**src/switch_cfg_defines.vh**
```
// constants for the switch-input configuration slice
// assumes a 100 MHz system clock and register offsets seen as 6-bit indices
//
// How it works
// - bits 0..9 of the pulse enable register switch cleaning current per input.
// - threshold bits 11:10 pick the comparator level of inputs 20..23.
// - threshold bits 9:8 pick the comparator level of inputs 16..19.
// - threshold bits 7:6 pick the comparator level of inputs 12..15.
// - threshold bits 5:4 pick the comparator level of inputs 8..11.
// - threshold bits 3:2 pick the comparator level of inputs 4..7.
// - threshold bits 1:0 pick the comparator level of inputs 0..3.
// - codes 0,1,2,3 mean 2 V, 2.7 V, 3 V and 4 V.
// - threshold register at 21h, reset zero, lowest level everywhere.
// - interrupt enable register at 22h, reset zero, no interrupts.
// - two bits per input 0..11: none, rising, falling, both edges.
// - pulse time is 64 us times code plus one, for enabled inputs.
`ifndef SWITCH_CFG_DEFINES_VH
`define SWITCH_CFG_DEFINES_VH

// ----------------------------------------
// register offsets
// ----------------------------------------
`define PULSE_TIMING_OFFSET 6'h1F
`define PULSE_ENABLE_OFFSET 6'h20
`define THRESHOLD_OFFSET 6'h21
`define IRQ_ENABLE_LOW_OFFSET 6'h22

// ----------------------------------------
// reset values and field positions
// ----------------------------------------
`define PULSE_TIMING_RESET 3'h0
`define PULSE_ENABLE_RESET 24'h000000
`define THRESHOLD_RESET 12'h000
`define IRQ_ENABLE_RESET 24'h000000
`define PULSE_TIME_LSB 4
`define PULSE_TIME_MSB 6
`define THRESHOLD_MSB 11
`define PULSE_INPUTS 10

// ----------------------------------------
// edge interrupt codes
// ----------------------------------------
`define EDGE_NONE 2'h0
`define EDGE_RISE 2'h1
`define EDGE_FALL 2'h2
`define EDGE_BOTH 2'h3

// ----------------------------------------
// timing
// ----------------------------------------
`define CLK_MHZ 100
`define PULSE_STEP_US 64
`define PULSE_STEP_CYCLES (`PULSE_STEP_US * `CLK_MHZ)

`endif

```
**src/pulse_timer.v**
```verilog
// cleaning pulse timer: one window per sampling strobe
// assumes start_i is a one-cycle pulse on clk_i
`timescale 1ns/10ps
module pulse_timer #(
  parameter STEP_CYCLES = 6400,
  parameter CW = 16
) (
  // clock and reset
  input wire clk_i,
  input wire reset_i,
  // control
  input wire start_i,
  input wire [2:0] time_code_i,
  // window
  output reg active_o
);

  reg [CW-1:0] count_q;

  // ----------------------------------------
  // window of STEP_CYCLES times code plus one
  // ----------------------------------------
  always @(posedge clk_i) begin
    if (reset_i) begin
      count_q <= {CW{1'b0}};
      active_o <= 1'b0;
    end else if (start_i) begin
      count_q <= STEP_CYCLES[CW-1:0] * ({{(CW-3){1'b0}}, time_code_i} + 1'b1) - 1'b1;
      active_o <= 1'b1;
    end else if (count_q != {CW{1'b0}}) begin
      count_q <= count_q - 1'b1;
    end else begin
      active_o <= 1'b0;
    end
  end

endmodule

```
**src/edge_detect.v**
```verilog
// edge event detector for comparator inputs, one event per sample
// assumes level_i is synchronised and sample_i is a one-cycle pulse
`timescale 1ns/10ps
`include "switch_cfg_defines.vh"
module edge_detect #(
  parameter N = 12
) (
  // clock and reset
  input wire clk_i,
  input wire reset_i,
  // sampling
  input wire sample_i,
  input wire [N-1:0] level_i,
  input wire [2*N-1:0] enable_i,
  // events
  output reg [N-1:0] event_o
);

  reg [N-1:0] prev_q;
  reg seen_q;
  reg [N-1:0] event_d;
  reg [1:0] code;
  integer i;

  // ----------------------------------------
  // edge qualification per enable code
  // ----------------------------------------
  always @* begin
    event_d = {N{1'b0}};
    code = 2'h0;
    for (i = 0; i < N; i = i + 1) begin
      code = enable_i[2*i +: 2];
      if (sample_i && seen_q) begin
        if (level_i[i] && !prev_q[i]) begin
          event_d[i] = code[0];
        end else if (!level_i[i] && prev_q[i]) begin
          event_d[i] = code[1];
        end
      end
    end
  end

  always @(posedge clk_i) begin
    if (reset_i) begin
      prev_q <= {N{1'b0}};
      seen_q <= 1'b0;
      event_o <= {N{1'b0}};
    end else begin
      event_o <= event_d;
      if (sample_i) begin
        prev_q <= level_i;
        seen_q <= 1'b1;
      end
    end
  end

endmodule

```
**src/switch_threshold_regs.v**
```verilog
// configuration registers for cleaning pulse, thresholds and edge enables
// assumes an upstream serial decoder presents whole-word register accesses
`timescale 1ns/10ps
`include "switch_cfg_defines.vh"
module switch_threshold_regs #(
  parameter PULSE_STEP_CYCLES = `PULSE_STEP_CYCLES,
  parameter TIMER_WIDTH = 16
) (
  // clock and reset
  input wire clk_i,
  input wire reset_i,
  // register access
  input wire reg_wr_i,
  input wire reg_rd_i,
  input wire [5:0] reg_addr_i,
  input wire [31:0] reg_wdata_i,
  output reg [31:0] reg_rdata_o,
  output reg reg_rvalid_o,
  // polling and comparators
  input wire sample_i,
  input wire [23:0] comp_raw_i,
  // analog controls
  output reg [1:0] threshold_group0_o,
  output reg [1:0] threshold_group1_o,
  output reg [1:0] threshold_group2_o,
  output reg [1:0] threshold_group3_o,
  output reg [1:0] threshold_group4_o,
  output reg [1:0] threshold_group5_o,
  output reg [47:0] input_threshold_o,
  output reg [9:0] cleaning_pulse_o,
  // status
  output reg [23:0] comp_level_o,
  output reg [11:0] comp_event_o
);

  // ----------------------------------------
  // helper functions
  // ----------------------------------------
  function hit;
    input [5:0] addr;
    input [5:0] offset;
    begin
      hit = (addr == offset);
    end
  endfunction

  // group index of an input, four inputs per group
  function [2:0] group_of;
    input [4:0] idx;
    begin
      group_of = idx[4:2];
    end
  endfunction

  // ----------------------------------------
  // software-visible registers
  // ----------------------------------------
  reg [2:0] pulse_duration_select_q;
  reg [23:0] cleaning_pulse_enable_reg_q;
  reg [11:0] threshold_select_reg_q;
  reg [23:0] edge_irq_enable_low_reg_q;

  // ----------------------------------------
  // applied copies, loaded at sampling
  // ----------------------------------------
  reg [2:0] pulse_time_act_q;
  reg [9:0] pulse_enable_act_q;
  reg [11:0] threshold_act_q;
  reg [23:0] irq_enable_act_q;

  // ----------------------------------------
  // synchroniser and misc
  // ----------------------------------------
  reg [23:0] comp_meta_q;
  reg [23:0] comp_sync_q;
  reg [31:0] rdata_d;
  reg [47:0] input_threshold_d;
  reg [9:0] pulse_d;
  wire pulse_window;
  wire [11:0] event_w;
  integer k;

  // ----------------------------------------
  // register writes
  // ----------------------------------------
  always @(posedge clk_i) begin
    if (reset_i) begin
      pulse_duration_select_q <= `PULSE_TIMING_RESET;
      cleaning_pulse_enable_reg_q <= `PULSE_ENABLE_RESET;
      threshold_select_reg_q <= `THRESHOLD_RESET;
      edge_irq_enable_low_reg_q <= `IRQ_ENABLE_RESET;
    end else if (reg_wr_i) begin
      if (hit(reg_addr_i, `PULSE_TIMING_OFFSET)) begin
        pulse_duration_select_q <= reg_wdata_i[`PULSE_TIME_MSB:`PULSE_TIME_LSB];
      end
      if (hit(reg_addr_i, `PULSE_ENABLE_OFFSET)) begin
        cleaning_pulse_enable_reg_q <= reg_wdata_i[23:0];
      end
      if (hit(reg_addr_i, `THRESHOLD_OFFSET)) begin
        // upper bits dropped on write
        threshold_select_reg_q <= reg_wdata_i[`THRESHOLD_MSB:0];
      end
      if (hit(reg_addr_i, `IRQ_ENABLE_LOW_OFFSET)) begin
        edge_irq_enable_low_reg_q <= reg_wdata_i[23:0];
      end
    end
  end

  // ----------------------------------------
  // register reads
  // ----------------------------------------
  always @* begin
    rdata_d = 32'h00000000;
    if (hit(reg_addr_i, `PULSE_TIMING_OFFSET)) begin
      rdata_d[`PULSE_TIME_MSB:`PULSE_TIME_LSB] = pulse_duration_select_q;
    end else if (hit(reg_addr_i, `PULSE_ENABLE_OFFSET)) begin
      rdata_d[23:0] = cleaning_pulse_enable_reg_q;
    end else if (hit(reg_addr_i, `THRESHOLD_OFFSET)) begin
      // bits 31..12 stay zero
      rdata_d[`THRESHOLD_MSB:0] = threshold_select_reg_q;
    end else if (hit(reg_addr_i, `IRQ_ENABLE_LOW_OFFSET)) begin
      rdata_d[23:0] = edge_irq_enable_low_reg_q;
    end
  end

  always @(posedge clk_i) begin
    if (reset_i) begin
      reg_rdata_o <= 32'h00000000;
      reg_rvalid_o <= 1'b0;
    end else begin
      reg_rvalid_o <= reg_rd_i;
      if (reg_rd_i) begin
        reg_rdata_o <= rdata_d;
      end
    end
  end

  // ----------------------------------------
  // apply settings at the sampling strobe
  // ----------------------------------------
  always @(posedge clk_i) begin
    if (reset_i) begin
      pulse_time_act_q <= `PULSE_TIMING_RESET;
      pulse_enable_act_q <= 10'h000;
      threshold_act_q <= `THRESHOLD_RESET;
      irq_enable_act_q <= `IRQ_ENABLE_RESET;
    end else if (sample_i) begin
      // a write in progress lands at the following strobe
      pulse_time_act_q <= pulse_duration_select_q;
      pulse_enable_act_q <= cleaning_pulse_enable_reg_q[`PULSE_INPUTS-1:0];
      threshold_act_q <= threshold_select_reg_q;
      irq_enable_act_q <= edge_irq_enable_low_reg_q;
    end
  end

  // ----------------------------------------
  // group thresholds
  // ----------------------------------------
  always @(posedge clk_i) begin
    if (reset_i) begin
      threshold_group0_o <= 2'h0;
      threshold_group1_o <= 2'h0;
      threshold_group2_o <= 2'h0;
      threshold_group3_o <= 2'h0;
      threshold_group4_o <= 2'h0;
      threshold_group5_o <= 2'h0;
      input_threshold_o <= 48'h000000000000;
    end else begin
      threshold_group0_o <= threshold_act_q[1:0];
      threshold_group1_o <= threshold_act_q[3:2];
      threshold_group2_o <= threshold_act_q[5:4];
      threshold_group3_o <= threshold_act_q[7:6];
      threshold_group4_o <= threshold_act_q[9:8];
      threshold_group5_o <= threshold_act_q[11:10];
      input_threshold_o <= input_threshold_d;
    end
  end

  // per-input code; 0..3 select 2, 2.7, 3 and 4 V in the comparator
  always @* begin
    input_threshold_d = 48'h000000000000;
    for (k = 0; k < 24; k = k + 1) begin
      input_threshold_d[2*k +: 2] = threshold_act_q[2*group_of(k[4:0]) +: 2];
    end
  end

  // ----------------------------------------
  // cleaning pulse drive
  // ----------------------------------------
  pulse_timer #(
    .STEP_CYCLES(PULSE_STEP_CYCLES),
    .CW(TIMER_WIDTH)
  ) u_pulse_timer (
    .clk_i(clk_i),
    .reset_i(reset_i),
    .start_i(sample_i),
    .time_code_i(pulse_duration_select_q),
    .active_o(pulse_window)
  );

  // enable of zero keeps the current source off
  always @* begin
    pulse_d = {`PULSE_INPUTS{pulse_window}} & pulse_enable_act_q;
  end

  always @(posedge clk_i) begin
    if (reset_i) begin
      cleaning_pulse_o <= 10'h000;
    end else begin
      cleaning_pulse_o <= pulse_d;
    end
  end

  // ----------------------------------------
  // comparator synchroniser
  // ----------------------------------------
  always @(posedge clk_i) begin
    if (reset_i) begin
      comp_meta_q <= 24'h000000;
      comp_sync_q <= 24'h000000;
    end else begin
      comp_meta_q <= comp_raw_i;
      comp_sync_q <= comp_meta_q;
    end
  end

  always @(posedge clk_i) begin
    if (reset_i) begin
      comp_level_o <= 24'h000000;
    end else if (sample_i) begin
      comp_level_o <= comp_sync_q;
    end
  end

  // ----------------------------------------
  // edge events on inputs 0..11
  // ----------------------------------------
  edge_detect #(
    .N(12)
  ) u_edge_detect (
    .clk_i(clk_i),
    .reset_i(reset_i),
    .sample_i(sample_i),
    .level_i(comp_sync_q[11:0]),
    .enable_i(edge_irq_enable_low_reg_q),
    .event_o(event_w)
  );

  always @(posedge clk_i) begin
    if (reset_i) begin
      comp_event_o <= 12'h000;
    end else begin
      comp_event_o <= event_w;
    end
  end

endmodule

```
**config.mk**
```make
export PLATFORM = sky130hd
export DESIGN_NAME = switch_threshold_regs
export DESIGN_NICKNAME = d
export VERILOG_FILES = /design/src/pulse_timer.v /design/src/edge_detect.v /design/src/switch_threshold_regs.v
export VERILOG_INCLUDE_DIRS = /design/src
export SDC_FILE = /design/constraint.sdc
export NUM_CORES = 1
export LEC_CHECK = 0
export BUFFER_PORTS_ARGS = -buffer_cell sky130_fd_sc_hd__buf_2
export CAP_MARGIN = 10
export CORE_UTILIZATION = 25
export DETAILED_ROUTE_END_ITERATION = 6
export GPL_ROUTABILITY_DRIVEN = 0
export SETUP_SLACK_MARGIN = 0.2
export SLEW_MARGIN = 40
export SYNTH_ARGS = -nofsm -noshare
export SYNTH_HDL_FRONTEND = slang
export SYNTH_SLANG_ARGS = --single-unit
```
**constraint.sdc**
```tcl
create_clock -name clk_i -period 6.45 [get_ports clk_i]
set_input_delay 0.645 -clock clk_i [delete_from_list [all_inputs] [get_ports clk_i]]
set_output_delay 0.645 -clock clk_i [all_outputs]
set_load 0.02 [all_outputs]
```
# == Word level (Yosys, flattened, before mapping) ==
# Index checks and enable logic that the tools add are counted.
# op_classes
n_addsub,3
multipliers,1
eq_ne,5
muxes,35
bitwise_logic,2
reduce_logical,56
# op_table
cell,n
$mux 24,2
$mux 16,2
$sub 16x1->16 const B,2
$mux 1,26
$logic_and 1x1->1,25
$logic_not 1->1,24
$mux 12,2
$eq 6x6->1 const B,3
$mux 17,1
$mul 5x16->8 const A,1
$reduce_bool 16->1,1
$and 10x10->10,1
$reduce_and 2->1,4
$eq 6x5->1 const B,1
$add 3x1->4 const B,1
$mux 4,1
$mux 3,1
$ne 2x2->1 const B,1
$reduce_bool 2->1,1
$reduce_or 2->1,1
$not 1->1,1
# word_totals
regBits,306
in_bits,67

# == Longest topological paths before layout ==
# Gate-level depths: netlist (run 1).
# depth
depth_word,5
depth_mapped,10
depth_no_buf,10

# == Hierarchy ==
# From an unflattened synthesis (run 1), not the netlist that was laid out.
# unflattened
hier_cells,1058
area_unflattened_um2,10227.3
# modules_own_cells
module,n_inst,cells_per_inst,area_per_inst_um2
switch_threshold_regs,1,828,8059.0
pulse_timer,1,138,1187.4
edge_detect,1,92,980.9

# == Least setup slack after synthesis (run 1) ==
# OpenSTA, ideal clock, no wires.
# synth_timing
path_kind,register to register
from,reg pulse_duration_select_q[0]
to,reg u_pulse_timer.count_q[15]
arrival_ns,2.472
required_time_ns,6.315
setup_slack_ns,3.842
path_stages_with_launch,11
n_path_buf,1
synth_period_minus_slack_ns,2.608
path_cell_list,dfxtp_1 > clkbuf_1 > inv_1 > ha_1 > inv_1 > ha_1 > fa_1 > xor2_1 > a211oi_1 > a21o_1 > o221ai_1
# synth_between
elab_chain_len,4
# synth_lines
item,line_no,source
"start, declared",switch_threshold_regs.v:58,reg [2:0] pulse_duration_select_q;
"start signal, assigned",switch_threshold_regs.v:88,pulse_duration_select_q <= `PULSE_TIMING_RESET;
"start signal, assigned",switch_threshold_regs.v:94,pulse_duration_select_q <= reg_wdata_i[`PULSE_TIME_MSB:`PULSE_TIME_LSB];
$add 3x1->4,pulse_timer.v:28,"count_q <= STEP_CYCLES[CW-1:0] * ({{(CW-3){1'b0}}, time_code_i} + 1'b1) - 1'b1;"
$mul 5x16->8,pulse_timer.v:28,
$sub 16x1->16,pulse_timer.v:28,
$mux 16,pulse_timer.v:27,end else if (start_i) begin
"end signal, assigned",pulse_timer.v:25,count_q <= {CW{1'b0}};
"end signal, assigned",pulse_timer.v:28,
"end signal, assigned",pulse_timer.v:31,count_q <= count_q - 1'b1;
"end, declared",pulse_timer.v:18,reg [CW-1:0] count_q;
# No other way between the ends.
# A chain may end at the register's enable or synchronous reset.

# == Worst setup path in the final report (run 1) ==
# Same ends and word-level chain as after synthesis.

==> results of run 1 <==
stage by stage:
stage               hold WS, ns  instances  utilization (%)  worst slack [ns]
detailed placement        0.420       1599             28.1              3.61
global route              0.297       1652             30.7              3.44
CTS                       0.276       1651             30.7              3.69
finish                    0.308       1653             30.7              3.68
global placement          0.418       1599             28.1              3.64
floorplan                 0.414       1009                -              3.84
cells in the final DEF (no fill, tap or decap), types with 3 or more instances in the layout:
master / instances
inv_1: 12
nand3b_1: 26
and3_1: 3
xor2_1: 6
nand2_1: 83
dfxtp_1: 246
clkbuf_8: 5
and2_1: 11
a22oi_1: 10
conb_1: 9
clkinv_2: 5
o31ai_1: 9
xnor2_1: 5
buf_2: 187
nor2_1: 95
nand4_1: 8
mux2_2: 13
buf_4: 8
nand3_1: 33
a21o_1: 3
mux2i_1: 70
ha_1: 10
nand2b_1: 23
and4_2: 5
nor3_1: 13
a311oi_1: 3
clkbuf_16: 28
a21oi_1: 71
nor2b_1: 75
clkinv_4: 3
a211oi_1: 8
bufinv_16: 3
o221ai_1: 3
clkbuf_1: 4
cells by family (layout without fill, tap and decap cells):
logic type	Yosys count	count (layout)	synth area share, %
AND/OR/NAND/NOR	396	396	21.7
buffers and inverters	129	260	7.55
multiplexers	83	83	8.81
flip-flops	246	246	51.2
other	1	11	0.0390
XOR/XNOR	11	11	1.00
adder cells (fa/ha/maj)	11	11	1.51
AO/OA/AOI/OAI	124	124	8.11
worst paths after layout:
kind	startpoint	to	cells after the start
setup / recovery	pulse_duration_select_q[0]$_SDFFE_PP0P_	u_pulse_timer.count_q[15]$_SDFFE_PP0P_	9
hold / removal	comp_raw_i[13]	comp_meta_q[13]$_SDFF_PP0_	2
hold reg to reg	comp_meta_q[4]$_SDFF_PP0_	comp_sync_q[4]$_SDFF_PP0_	1
setup reg to reg	pulse_duration_select_q[0]$_SDFFE_PP0P_	u_pulse_timer.count_q[15]$_SDFFE_PP0P_	9
cells in the mapped netlist (all sizes together), types with 2 or more instances:
master	number
and2	12
nor4b	2
a311oi	3
or2	2
and3	4
o31ai	9
o22ai	2
nand3b	26
a31oi	2
a211oi	8
xnor2	5
nand2	83
or4	2
xor2	6
nand4	9
nand2b	23
ha	10
o21ai	2
nor2b	75
mux2	13
dfxtp	246
nor4	4
a21o	3
nor3	15
nor2	95
mux2i	70
o211a	2
o221ai	3
and4	6
a221oi	3
nand3	33
buf	74
a22oi	10
inv	12
a21oi	71
clkbuf	43
layout make-up:
| cell class | count | share of cell area, % |
|---|---|---|
| Antenna cell | 2 | 0.0432 |
| Clock buffer | 37 | 6.77 |
| Clock inverter | 15 | 1.59 |
| Inverter | 12 | 0.389 |
| Multi-Input combinational cell | 634 | 34.5 |
| Sequential cell | 246 | 42.5 |
| Tap cell | 511 | 5.52 |
| Timing Repair Buffer | 196 | 8.69 |
sequential cells by signal, indices dropped and copies added, names as in the netlist, 3 cells and up:
signal and count:
comp_level_o 13, pulse_duration_select_q 3, u_edge_detect.event_o 12, comp_sync_q 24, threshold_act_q 12, comp_event_o 12
edge_irq_enable_low_reg_q 24, cleaning_pulse_o 10, cleaning_pulse_enable_reg_q 24, input_threshold_o 6, comp_meta_q 24, u_pulse_timer.count_q 16
reg_rdata_o 24, u_edge_detect.prev_q 11, threshold_select_reg_q 12, pulse_enable_act_q 10
metal layers:
| layer | share of wire, % | global-route usage, % |
|---|---|---|
| met2 | 45 | 19.1 |
| met1 | 46 | 15.8 |
| met3 | 7.2 | 3.73 |
| met5 | 0.25 | 0 |
| met4 | 1.5 | 2.81 |
power groups by stage:
stage          logic, mW  clock network (mW)  registers [mW]
2_1_floorplan      0.111                   0            1.60
3_3_place_gp       0.163                   0            1.60
3_5_place_dp       0.166                   0            1.60
4_1_cts            0.166                1.69            1.57
5_1_grt            0.181                1.75            1.57
6_report           0.164                1.63            1.57
==> impl_metrics.env, run 1 <==
export IMPL_yosysTopAreaCell="dfxtp_1"
export IMPL_critPathTopFamily="adder cells"
export IMPL_setup_viol=0
export IMPL_p_int_mw=2.59
export IMPL_clkSinkCount=246
export IMPL_clk_transition_reported_paths_ns=0.06
export IMPL_antenna_found_initial=7
export IMPL_rsz0062_at_grt="no"
export IMPL_grt_overflow=0
export IMPL_worst_path_buf_inv=2
export IMPL_clkLatencyLatePin_ns=0.55
export IMPL_cts_tree="done"
export IMPL_ys_flop_type="dfxtp_1"
export IMPL_synth_top_area_share_pct=51.2
export IMPL_critPathKind="reg2reg"
export IMPL_critPathArrivalTime_ns=3.19
export IMPL_drt_iter0_drc=405
export IMPL_multi_input_area_sq_mm=0.00400
export IMPL_dpl_instance_area_sq_mm=0.0106
export IMPL_die_h_um=198
export IMPL_netlist_area_sq_mm=0.00961
export IMPL_core_region_area_sq_mm=0.0378
export IMPL_start_kind="register"
export IMPL_syn2layout_area_growth_pct=20.6
export IMPL_synth_edf_count=0
export IMPL_combPwrFrac_pct=4.9
export IMPL_die_x_um=198
export IMPL_required_ns=6.87
export IMPL_max_cap_viol_count=0
export IMPL_htree_levels=1
export IMPL_drc=0
export IMPL_hold_viol=0
export IMPL_grtUsageTotal_pct=12.0
export IMPL_syn_inst=1001
export IMPL_dp_hpwl_um=16800
export IMPL_routedWlPerCell_um=14.6
export IMPL_clockRootBuffer="clkbuf_16"
export IMPL_fillers=3982
export IMPL_start_util_pct=25.5
export IMPL_tightest_slew_ns=0.764
export IMPL_ant_nets=0
export IMPL_die_area_sq_mm=0.0392
export IMPL_drive_above_1_share_pct=24.1
export IMPL_switching_share_pct=22.9
export IMPL_status="finished clean"
export IMPL_io_buffers=189
export IMPL_crit_path_top_delay_cell="dfxtp_1"
export IMPL_path_cells="inv_1, ha_1, inv_1, ha_1, fa_1, xor2_1, a211oi_1, a21o_1, o221ai_1"
export IMPL_via_count=7075
export IMPL_endpoint_kind="register"
export IMPL_async_flop_share_pct=0
export IMPL_p_sw_uw=771
export IMPL_synth_seq_cells=246
export IMPL_drt_pass1_iterations=5
export IMPL_fmax_mhz=361
export IMPL_r2r_slack_ns=3.68
export IMPL_timing_slew_headroom_pct=49.1
export IMPL_finalPower_mw=3.36
export IMPL_syn_avg_cell_area_sq_um=9.60
export IMPL_yosysWarnings=0
export IMPL_hold_buffers=0
export IMPL_regArea_sq_mm=0.00492
export IMPL_grt_pass1_vias=6647
export IMPL_wl_um=24100
export IMPL_finClkSkew_ns=0.0256
export IMPL_cts_buffer_depth=3
export IMPL_cts_buffers=28
export IMPL_p_clk_share_pct=48.5
export IMPL_grt_pass1_wl_um=37300
export IMPL_synth_seq_area_share_pct=51.2
export IMPL_post_cts_resized=0
export IMPL_finalCriticalPeriod_ns=2.77
export IMPL_finalCritPeriodShare_pct=42.9
export IMPL_setup_tns_ns=0
export IMPL_fin_area_sq_mm=0.0116
export IMPL_yosys_top_cells_area="dfxtp_1 (51%), mux2i_1 (7.3%), nor2b_1 (4.9%)"
export IMPL_power_density_mw_per_mm2=290
export IMPL_max_stage_delay_ns=0.52
export IMPL_grt_max_degree=86
export IMPL_power_leakage_nw=4.85
export IMPL_hold_class="in2reg"
export IMPL_yosysUniqueCellTypes=62
export IMPL_max_vdd_ir_drop_mv=0.224
export IMPL_via_per_inst=4.28
export IMPL_rows=71
export IMPL_seqPwrFrac_pct=46.6
export IMPL_nNetsFinal=1196
export IMPL_maxSlewViolCount=0
export IMPL_cts_setup_buffers=0
export IMPL_worst_path_max_fanout=10
export IMPL_pin_count=206
Power figures use the tool's default switching activity.
==> run 2: changes to the inputs <==
==> constraint.sdc (replaced) <==
create_clock -name clk_i -period 2.5 [get_ports clk_i]
set_input_delay 0.25 -clock clk_i [delete_from_list [all_inputs] [get_ports clk_i]]
set_output_delay 0.25 -clock clk_i [all_outputs]
set_load 0.02 [all_outputs]
==> run 2 against run 1 <==
Net effect:
- setup slack worse by 3.4 ns
- largest cell class unchanged
- critical path depth unchanged
- fmax up 25%
- first-iteration DRC count down 6.7%
- worst hold slack worse by 0.28 ns
- power rose to 2.7 times the previous value
- global-route usage up 0.53 points
==> impl_metrics.env, run 2 (synthesized netlist as in run 1, its figures left out) <==
export IMPL_r2r_slack_ns=0.29
export IMPL_power_leakage_nw=5.17
export IMPL_finClkSkew_ns=0.0128
export IMPL_pin_count=206
export IMPL_die_x_um=198
export IMPL_max_vdd_ir_drop_mv=0.501
export IMPL_grt_max_degree=74
export IMPL_grt_pass1_wl_um=38600
export IMPL_path_cells="inv_2, ha_4, inv_1, ha_4, fa_2, xor2_2, a211oi_2, a21o_1, o221ai_1"
export IMPL_timing_slew_headroom_pct=47.0
export IMPL_rsz0062_at_grt="no"
export IMPL_clk_transition_reported_paths_ns=0.06
export IMPL_finalPower_mw=9.01
export IMPL_cts_buffer_depth=3
export IMPL_start_util_pct=25.5
export IMPL_power_density_mw_per_mm2=727
export IMPL_hold_class="in2reg"
export IMPL_core_region_area_sq_mm=0.0378
export IMPL_drt_pass1_iterations=4
export IMPL_die_area_sq_mm=0.0392
export IMPL_numPlacedInstances=1615
export IMPL_wl_um=25000
export IMPL_fin_area_sq_mm=0.0124
export IMPL_worst_path_max_fanout=4
export IMPL_drive_above_1_share_pct=25.5
export IMPL_grt_pass1_vias=6995
export IMPL_tightest_slew_ns=0.791
export IMPL_cts_buffers=28
export IMPL_status="finished clean"
export IMPL_hold_viol=0
export IMPL_min_from="reset_i"
export IMPL_critPathArrivalTime_ns=2.62
export IMPL_required_ns=2.91
export IMPL_nNetsFinal=1262
export IMPL_via_per_inst=4.29
export IMPL_antenna_found_initial=2
export IMPL_setup_viol=0
export IMPL_die_h_um=198
export IMPL_ant_nets=0
export IMPL_via_count=7375
export IMPL_routedWlPerCell_um=14.5
export IMPL_finalCritPeriodShare_pct=88.4
export IMPL_max_stage_delay_ns=0.37
export IMPL_grtUsageTotal_pct=12.5
export IMPL_syn2layout_area_growth_pct=28.9
export IMPL_worst_path_buf_inv=2
export IMPL_drt_iter0_drc=378
export IMPL_instances_no_fill=1719
export IMPL_dp_hpwl_um=17100
export IMPL_whs_path_depth=2
export IMPL_rows=71
export IMPL_r2r_start="pulse_duration_select_q[0]$_SDFFE_PP0P_"
export IMPL_maxSlewViolCount=0
export IMPL_cts_tree="done"
export IMPL_cpMostUsedCell="ha_4"
export IMPL_max_cap_viol_count=0
export IMPL_whs_endpoint="u_pulse_timer.active_o$_SDFFE_PP0P_"
export IMPL_endpoint_kind="register"
export IMPL_clockRootBuffer="clkbuf_16"
export IMPL_r2r_cells=9
export IMPL_htree_levels=1
export IMPL_dpl_instance_area_sq_mm=0.0108
export IMPL_critPathKind="reg2reg"
export IMPL_grt_overflow=0
export IMPL_fmax_mhz=452
export IMPL_crit_path_top_delay_cell="dfxtp_4"
export IMPL_drc=0
export IMPL_start_kind="register"
export IMPL_clkLatencyLatePin_ns=0.54
export IMPL_clkSinkCount=246
export IMPL_critPathTopFamily="adder cells"
export IMPL_finalCriticalPeriod_ns=2.21
export IMPL_layout_cells_most_common_list="dfxtp_1 (243), buf_2 (187), nor2_1 (95)"
export IMPL_regToRegEndpoint="u_pulse_timer.count_q[15]$_SDFFE_PP0P_"
export IMPL_layout_commonest_cell="dfxtp_1"
export IMPL_io_buffers=189
export IMPL_setup_tns_ns=0
run 2: cell types whose count changed in the layout (fill, tap and decap cells not counted), moves of 3 or more:
cell,before,now
ha_1,10,6
buf_12,0,3
dlygate4sd3_1,0,48
ha_4,0,4
buf_4,8,23
dfxtp_1,246,243
run 2: how the worst max path moves through the flow:
stage | start | to | slack [ns] | cells after the start
4_1_cts | pulse_duration_select_q[1]$_SDFFE_PP0P_ | u_pulse_timer.count_q[15]$_SDFFE_PP0P_ | 0.20 | 10
5_1_grt | pulse_duration_select_q[1]$_SDFFE_PP0P_ | u_pulse_timer.count_q[15]$_SDFFE_PP0P_ | 0.21 | 10
2_1_floorplan | pulse_duration_select_q[0]$_SDFFE_PP0P_ | u_pulse_timer.count_q[15]$_SDFFE_PP0P_ | 0.21 | 10
3_3_place_gp | pulse_duration_select_q[0]$_SDFFE_PP0P_ | u_pulse_timer.count_q[15]$_SDFFE_PP0P_ | 0.14 | 9
6_report | pulse_duration_select_q[0]$_SDFFE_PP0P_ | u_pulse_timer.count_q[15]$_SDFFE_PP0P_ | 0.29 | 9
3_5_place_dp | pulse_duration_select_q[0]$_SDFFE_PP0P_ | u_pulse_timer.count_q[15]$_SDFFE_PP0P_ | 0.005 | 9
run 2: report_power, final:
group	switching (mW)	internal [mW]	leakage [nW]	total [mW]
combinational	0.289	0.221	2.67	0.510
sequential	0.0481	3.99	2.00	4.04
clock	1.67	2.79	0.501	4.46
run 2: per-stage QoR:
step                setup slack [ns]  util [%]  hold slack (ns)
floorplan                      0.214         -            0.333
global placement               0.135      28.6            0.418
detailed placement           0.00450      28.6            0.424
CTS                            0.203      32.7          0.00857
global route                   0.207      32.8           0.0204
finish                         0.289      32.8           0.0299
run 2: repair_timing:
| action | 4_1_cts | 5_1_grt |
|---|---|---|
| setup buffers | 2 | 0 |
| setup endpoints to repair | 2 | 2 |
| pin swaps | 4 | 1 |
| resized for setup | 12 | 3 |
| hold buffers | 48 | 0 |
| hold endpoints to repair | 83 | 0 |
run 2: layer usage:
layer	global-route usage, %	up-vias	share of wire [%]
met5	0	-	0
met4	3.19	0	1.8
met3	3.34	29	5.9
met2	21.5	195	48
met1	15.4	3444	44
li1	-	3707	-
run 2: layout make-up:
type,instances,area [sq um]
fill,3872,25400
sequential,246,4930
multi-input combinational,634,4090
timing repair buffer,262,1660
clock buffer,37,806
tap,511,639
clock inverter,15,216
inverter,12,45.0
antenna,2,5.00
==> run 3: changes to the inputs <==
==> constraint.sdc (replaced) <==
create_clock -name clk_i -period 2.15 [get_ports clk_i]
set_input_delay 0.215 -clock clk_i [delete_from_list [all_inputs] [get_ports clk_i]]
set_output_delay 0.215 -clock clk_i [all_outputs]
set_load 0.02 [all_outputs]
==> run 3 against run 2 <==
Net effect:
- first-iteration DRC count stayed put
- clock power up 8.1%
- critical path depth unchanged
- setup slack got worse by 0.34 ns
- via count is 0.41% lower
- combinational power rose by 22%
- clock-buffer cell count is 5 higher
- the flow now finishes with violations (negative setup slack)
- power increased by 13%
- worst hold slack worse by 0.0012 ns
- critical path type unchanged
==> impl_metrics.env, run 3 (synthesized netlist as in run 1, its figures left out) <==
export IMPL_rsz0062_at_grt="yes"
export IMPL_use_met1_pct=16.1
export IMPL_ant_nets=0
export IMPL_clkSinkCount=246
export IMPL_max_stage_delay_ns=0.37
export IMPL_core_region_area_sq_mm=0.0378
export IMPL_regArea_sq_mm=0.00493
export IMPL_dp_slack_ns=-0.0645
export IMPL_critPathArrivalTime_ns=2.63
export IMPL_die_area_sq_mm=0.0392
export IMPL_drt_pass1_iterations=4
export IMPL_finalCriticalPeriod_ns=2.20
export IMPL_r2r_slack_ns=-0.05
export IMPL_required_ns=2.58
export IMPL_fmax_mhz=454
export IMPL_syn2layout_area_growth_pct=29.9
export IMPL_cts_buffers=28
export IMPL_path_cells="ha_4, xor2_2, buf_4, ha_4, fa_2, xor2_1, a211oi_2, a21o_1, o221ai_1"
export IMPL_critPathTopFamily="adder cells"
export IMPL_setup_ws_ns=-0.0513
export IMPL_finalCritPeriodShare_pct=102
export IMPL_p_sw_mw=2.29
export IMPL_antenna_found_initial=1
export IMPL_via_per_inst=4.23
export IMPL_multi_input_area_sq_mm=0.00411
export IMPL_crit_path_top_delay_cell="dfxtp_4"
export IMPL_use_met3_pct=3.24
export IMPL_clockRootBuffer="clkbuf_16"
export IMPL_timing_slew_headroom_pct=48.2
export IMPL_p_clk_share_pct=47.5
export IMPL_grt_max_degree=75
export IMPL_r2r_start="pulse_duration_select_q[0]$_SDFFE_PP0P_"
export IMPL_max_cap_viol_count=0
export IMPL_wl_um=25400
export IMPL_whs_endpoint="pulse_enable_act_q[6]$_SDFFE_PP0P_"
export IMPL_grt_pass1_vias=6975
export IMPL_critPathKind="reg2reg"
export IMPL_cts_tree="done"
export IMPL_max_vdd_ir_drop_mv=0.536
export IMPL_rows=71
export IMPL_tightest_slew_ns=0.777
export IMPL_worst_path_max_fanout=4
export IMPL_layout_commonest_cell="dfxtp_1"
export IMPL_switching_share_pct=22.5
export IMPL_grt_overflow=0
export IMPL_drt_iter0_drc=378
export IMPL_worst_path_buf_inv=1
export IMPL_clkLatencyLatePin_ns=0.55
export IMPL_grt_pass1_wl_um=39000
export IMPL_cpMostUsedCell="ha_4"
export IMPL_use_met2_pct=20.8
export IMPL_htree_levels=1
export IMPL_die_h_um=198
export IMPL_power_density_mw_per_mm2=813
export IMPL_p_int_mw=7.86
export IMPL_clk_transition_reported_paths_ns=0.06
export IMPL_nNetsFinal=1282
export IMPL_setup_tns_ns=-0.0515
export IMPL_start_kind="register"
export IMPL_seqPwrFrac_pct=46.3
export IMPL_endpoint_kind="register"
export IMPL_pin_count=206
export IMPL_busiest_layer="met2"
export IMPL_whs_path_depth=2
export IMPL_cp_depth=9
export IMPL_drive_above_1_share_pct=26.6
export IMPL_failed_checks="negative setup slack"
export IMPL_cts_buffer_depth=3
export IMPL_layout_cells_most_common_list="dfxtp_1 (244), buf_2 (187), nor2_1 (94)"
export IMPL_io_buffers=189
export IMPL_combPwrFrac_pct=6.1
export IMPL_routedWlPerCell_um=14.6
export IMPL_dp_hpwl_um=17500
export IMPL_maxSlewViolCount=0
export IMPL_setup_viol=2
export IMPL_hold_viol=0
export IMPL_fillers=3901
export IMPL_finalPower_mw=10.1
export IMPL_via_count=7345
export IMPL_status="complete, but fails checks"
export IMPL_regToRegEndpoint="u_pulse_timer.count_q[15]$_SDFFE_PP0P_"
export IMPL_utilization_pct=33.1
export IMPL_r2r_cells=9
export IMPL_drc=0
export IMPL_hold_class="in2reg"
export IMPL_power_leakage_nw=5.25
export IMPL_start_util_pct=25.5
export IMPL_die_x_um=198
export IMPL_min_from="reset_i"
export IMPL_grtUsageTotal_pct=12.7
export IMPL_finClkSkew_ns=0.0140
-- run 3: worst max path at each step --
| stage | from | to |
|---|---|---|
| 5_1_grt | pulse_duration_select_q[0]$_SDFFE_PP0P_ | u_pulse_timer.count_q[15]$_SDFFE_PP0P_ |
| 3_3_place_gp | pulse_duration_select_q[0]$_SDFFE_PP0P_ | u_pulse_timer.count_q[15]$_SDFFE_PP0P_ |
| 6_report | pulse_duration_select_q[0]$_SDFFE_PP0P_ | u_pulse_timer.count_q[15]$_SDFFE_PP0P_ |
| 4_1_cts | pulse_duration_select_q[0]$_SDFFE_PP0P_ | u_pulse_timer.count_q[15]$_SDFFE_PP0P_ |
| 2_1_floorplan | pulse_duration_select_q[0]$_SDFFE_PP0P_ | u_pulse_timer.count_q[15]$_SDFFE_PP0P_ |
| 3_5_place_dp | pulse_duration_select_q[0]$_SDFFE_PP0P_ | u_pulse_timer.count_q[15]$_SDFFE_PP0P_ |
-- run 3: layer usage --
layer / routed length, um / vias to the layer above
met1: 11200 / 3375
met5: 0 / -
met4: 784 / 0
met3: 1480 / 45
met2: 11900 / 188
li1: - / 3737
-- run 3: what timing repair did --
item | in CTS | in global routing
buffers inserted | 2 | 2
cloned | 0 | 0
endpoints found under the hold margin | 89 | 0
hold buffers | 50 | 0
gates resized for setup | 4 | 8
setup endpoints to repair | 3 | 9
pin swaps | 2 | 6
-- run 3: stage by stage --
stage | hold WS (ns) | area (sq um) | cells
floorplan | 0.298 | 9720 | 1009
global placement | 0.419 | 10900 | 1631
detailed placement | 0.420 | 10900 | 1631
CTS | 0.00723 | 12400 | 1732
global route | 0.0220 | 12500 | 1735
finish | 0.0287 | 12500 | 1735
-- run 3: final cells by class --
| cell class | count | share of cell area, % |
|---|---|---|
| clock inverters | 7 | 0.541 |
| diodes | 1 | 0.0200 |
| repair buffers | 282 | 14.5 |
| flip-flops and latches | 246 | 39.5 |
| multi-input cells | 634 | 32.9 |
| inverters | 12 | 0.381 |
| well taps | 511 | 5.12 |
| clock buffers | 42 | 7.09 |
-- run 3: power groups by stage --
| stage | Sequential [mW] | Clock, mW | Combinational (mW) |
|---|---|---|---|
| 3_3_place_gp | 4.80 | 0 | 0.527 |
| 4_1_cts | 4.70 | 4.96 | 0.615 |
| 2_1_floorplan | 4.80 | 0 | 0.335 |
| 6_report | 4.70 | 4.82 | 0.623 |
| 5_1_grt | 4.71 | 5.18 | 0.677 |
| 3_5_place_dp | 4.80 | 0 | 0.536 |
-- run 3: worst register-to-register path: stages (launching register included) --
cell	delay, ns
dfxtp_4	0.37
ha_4	0.17
xor2_2	0.14
buf_4	0.14
ha_4	0.24
fa_2	0.35
xor2_1	0.17
a211oi_2	0.24
a21o_1	0.14
o221ai_1	0.10
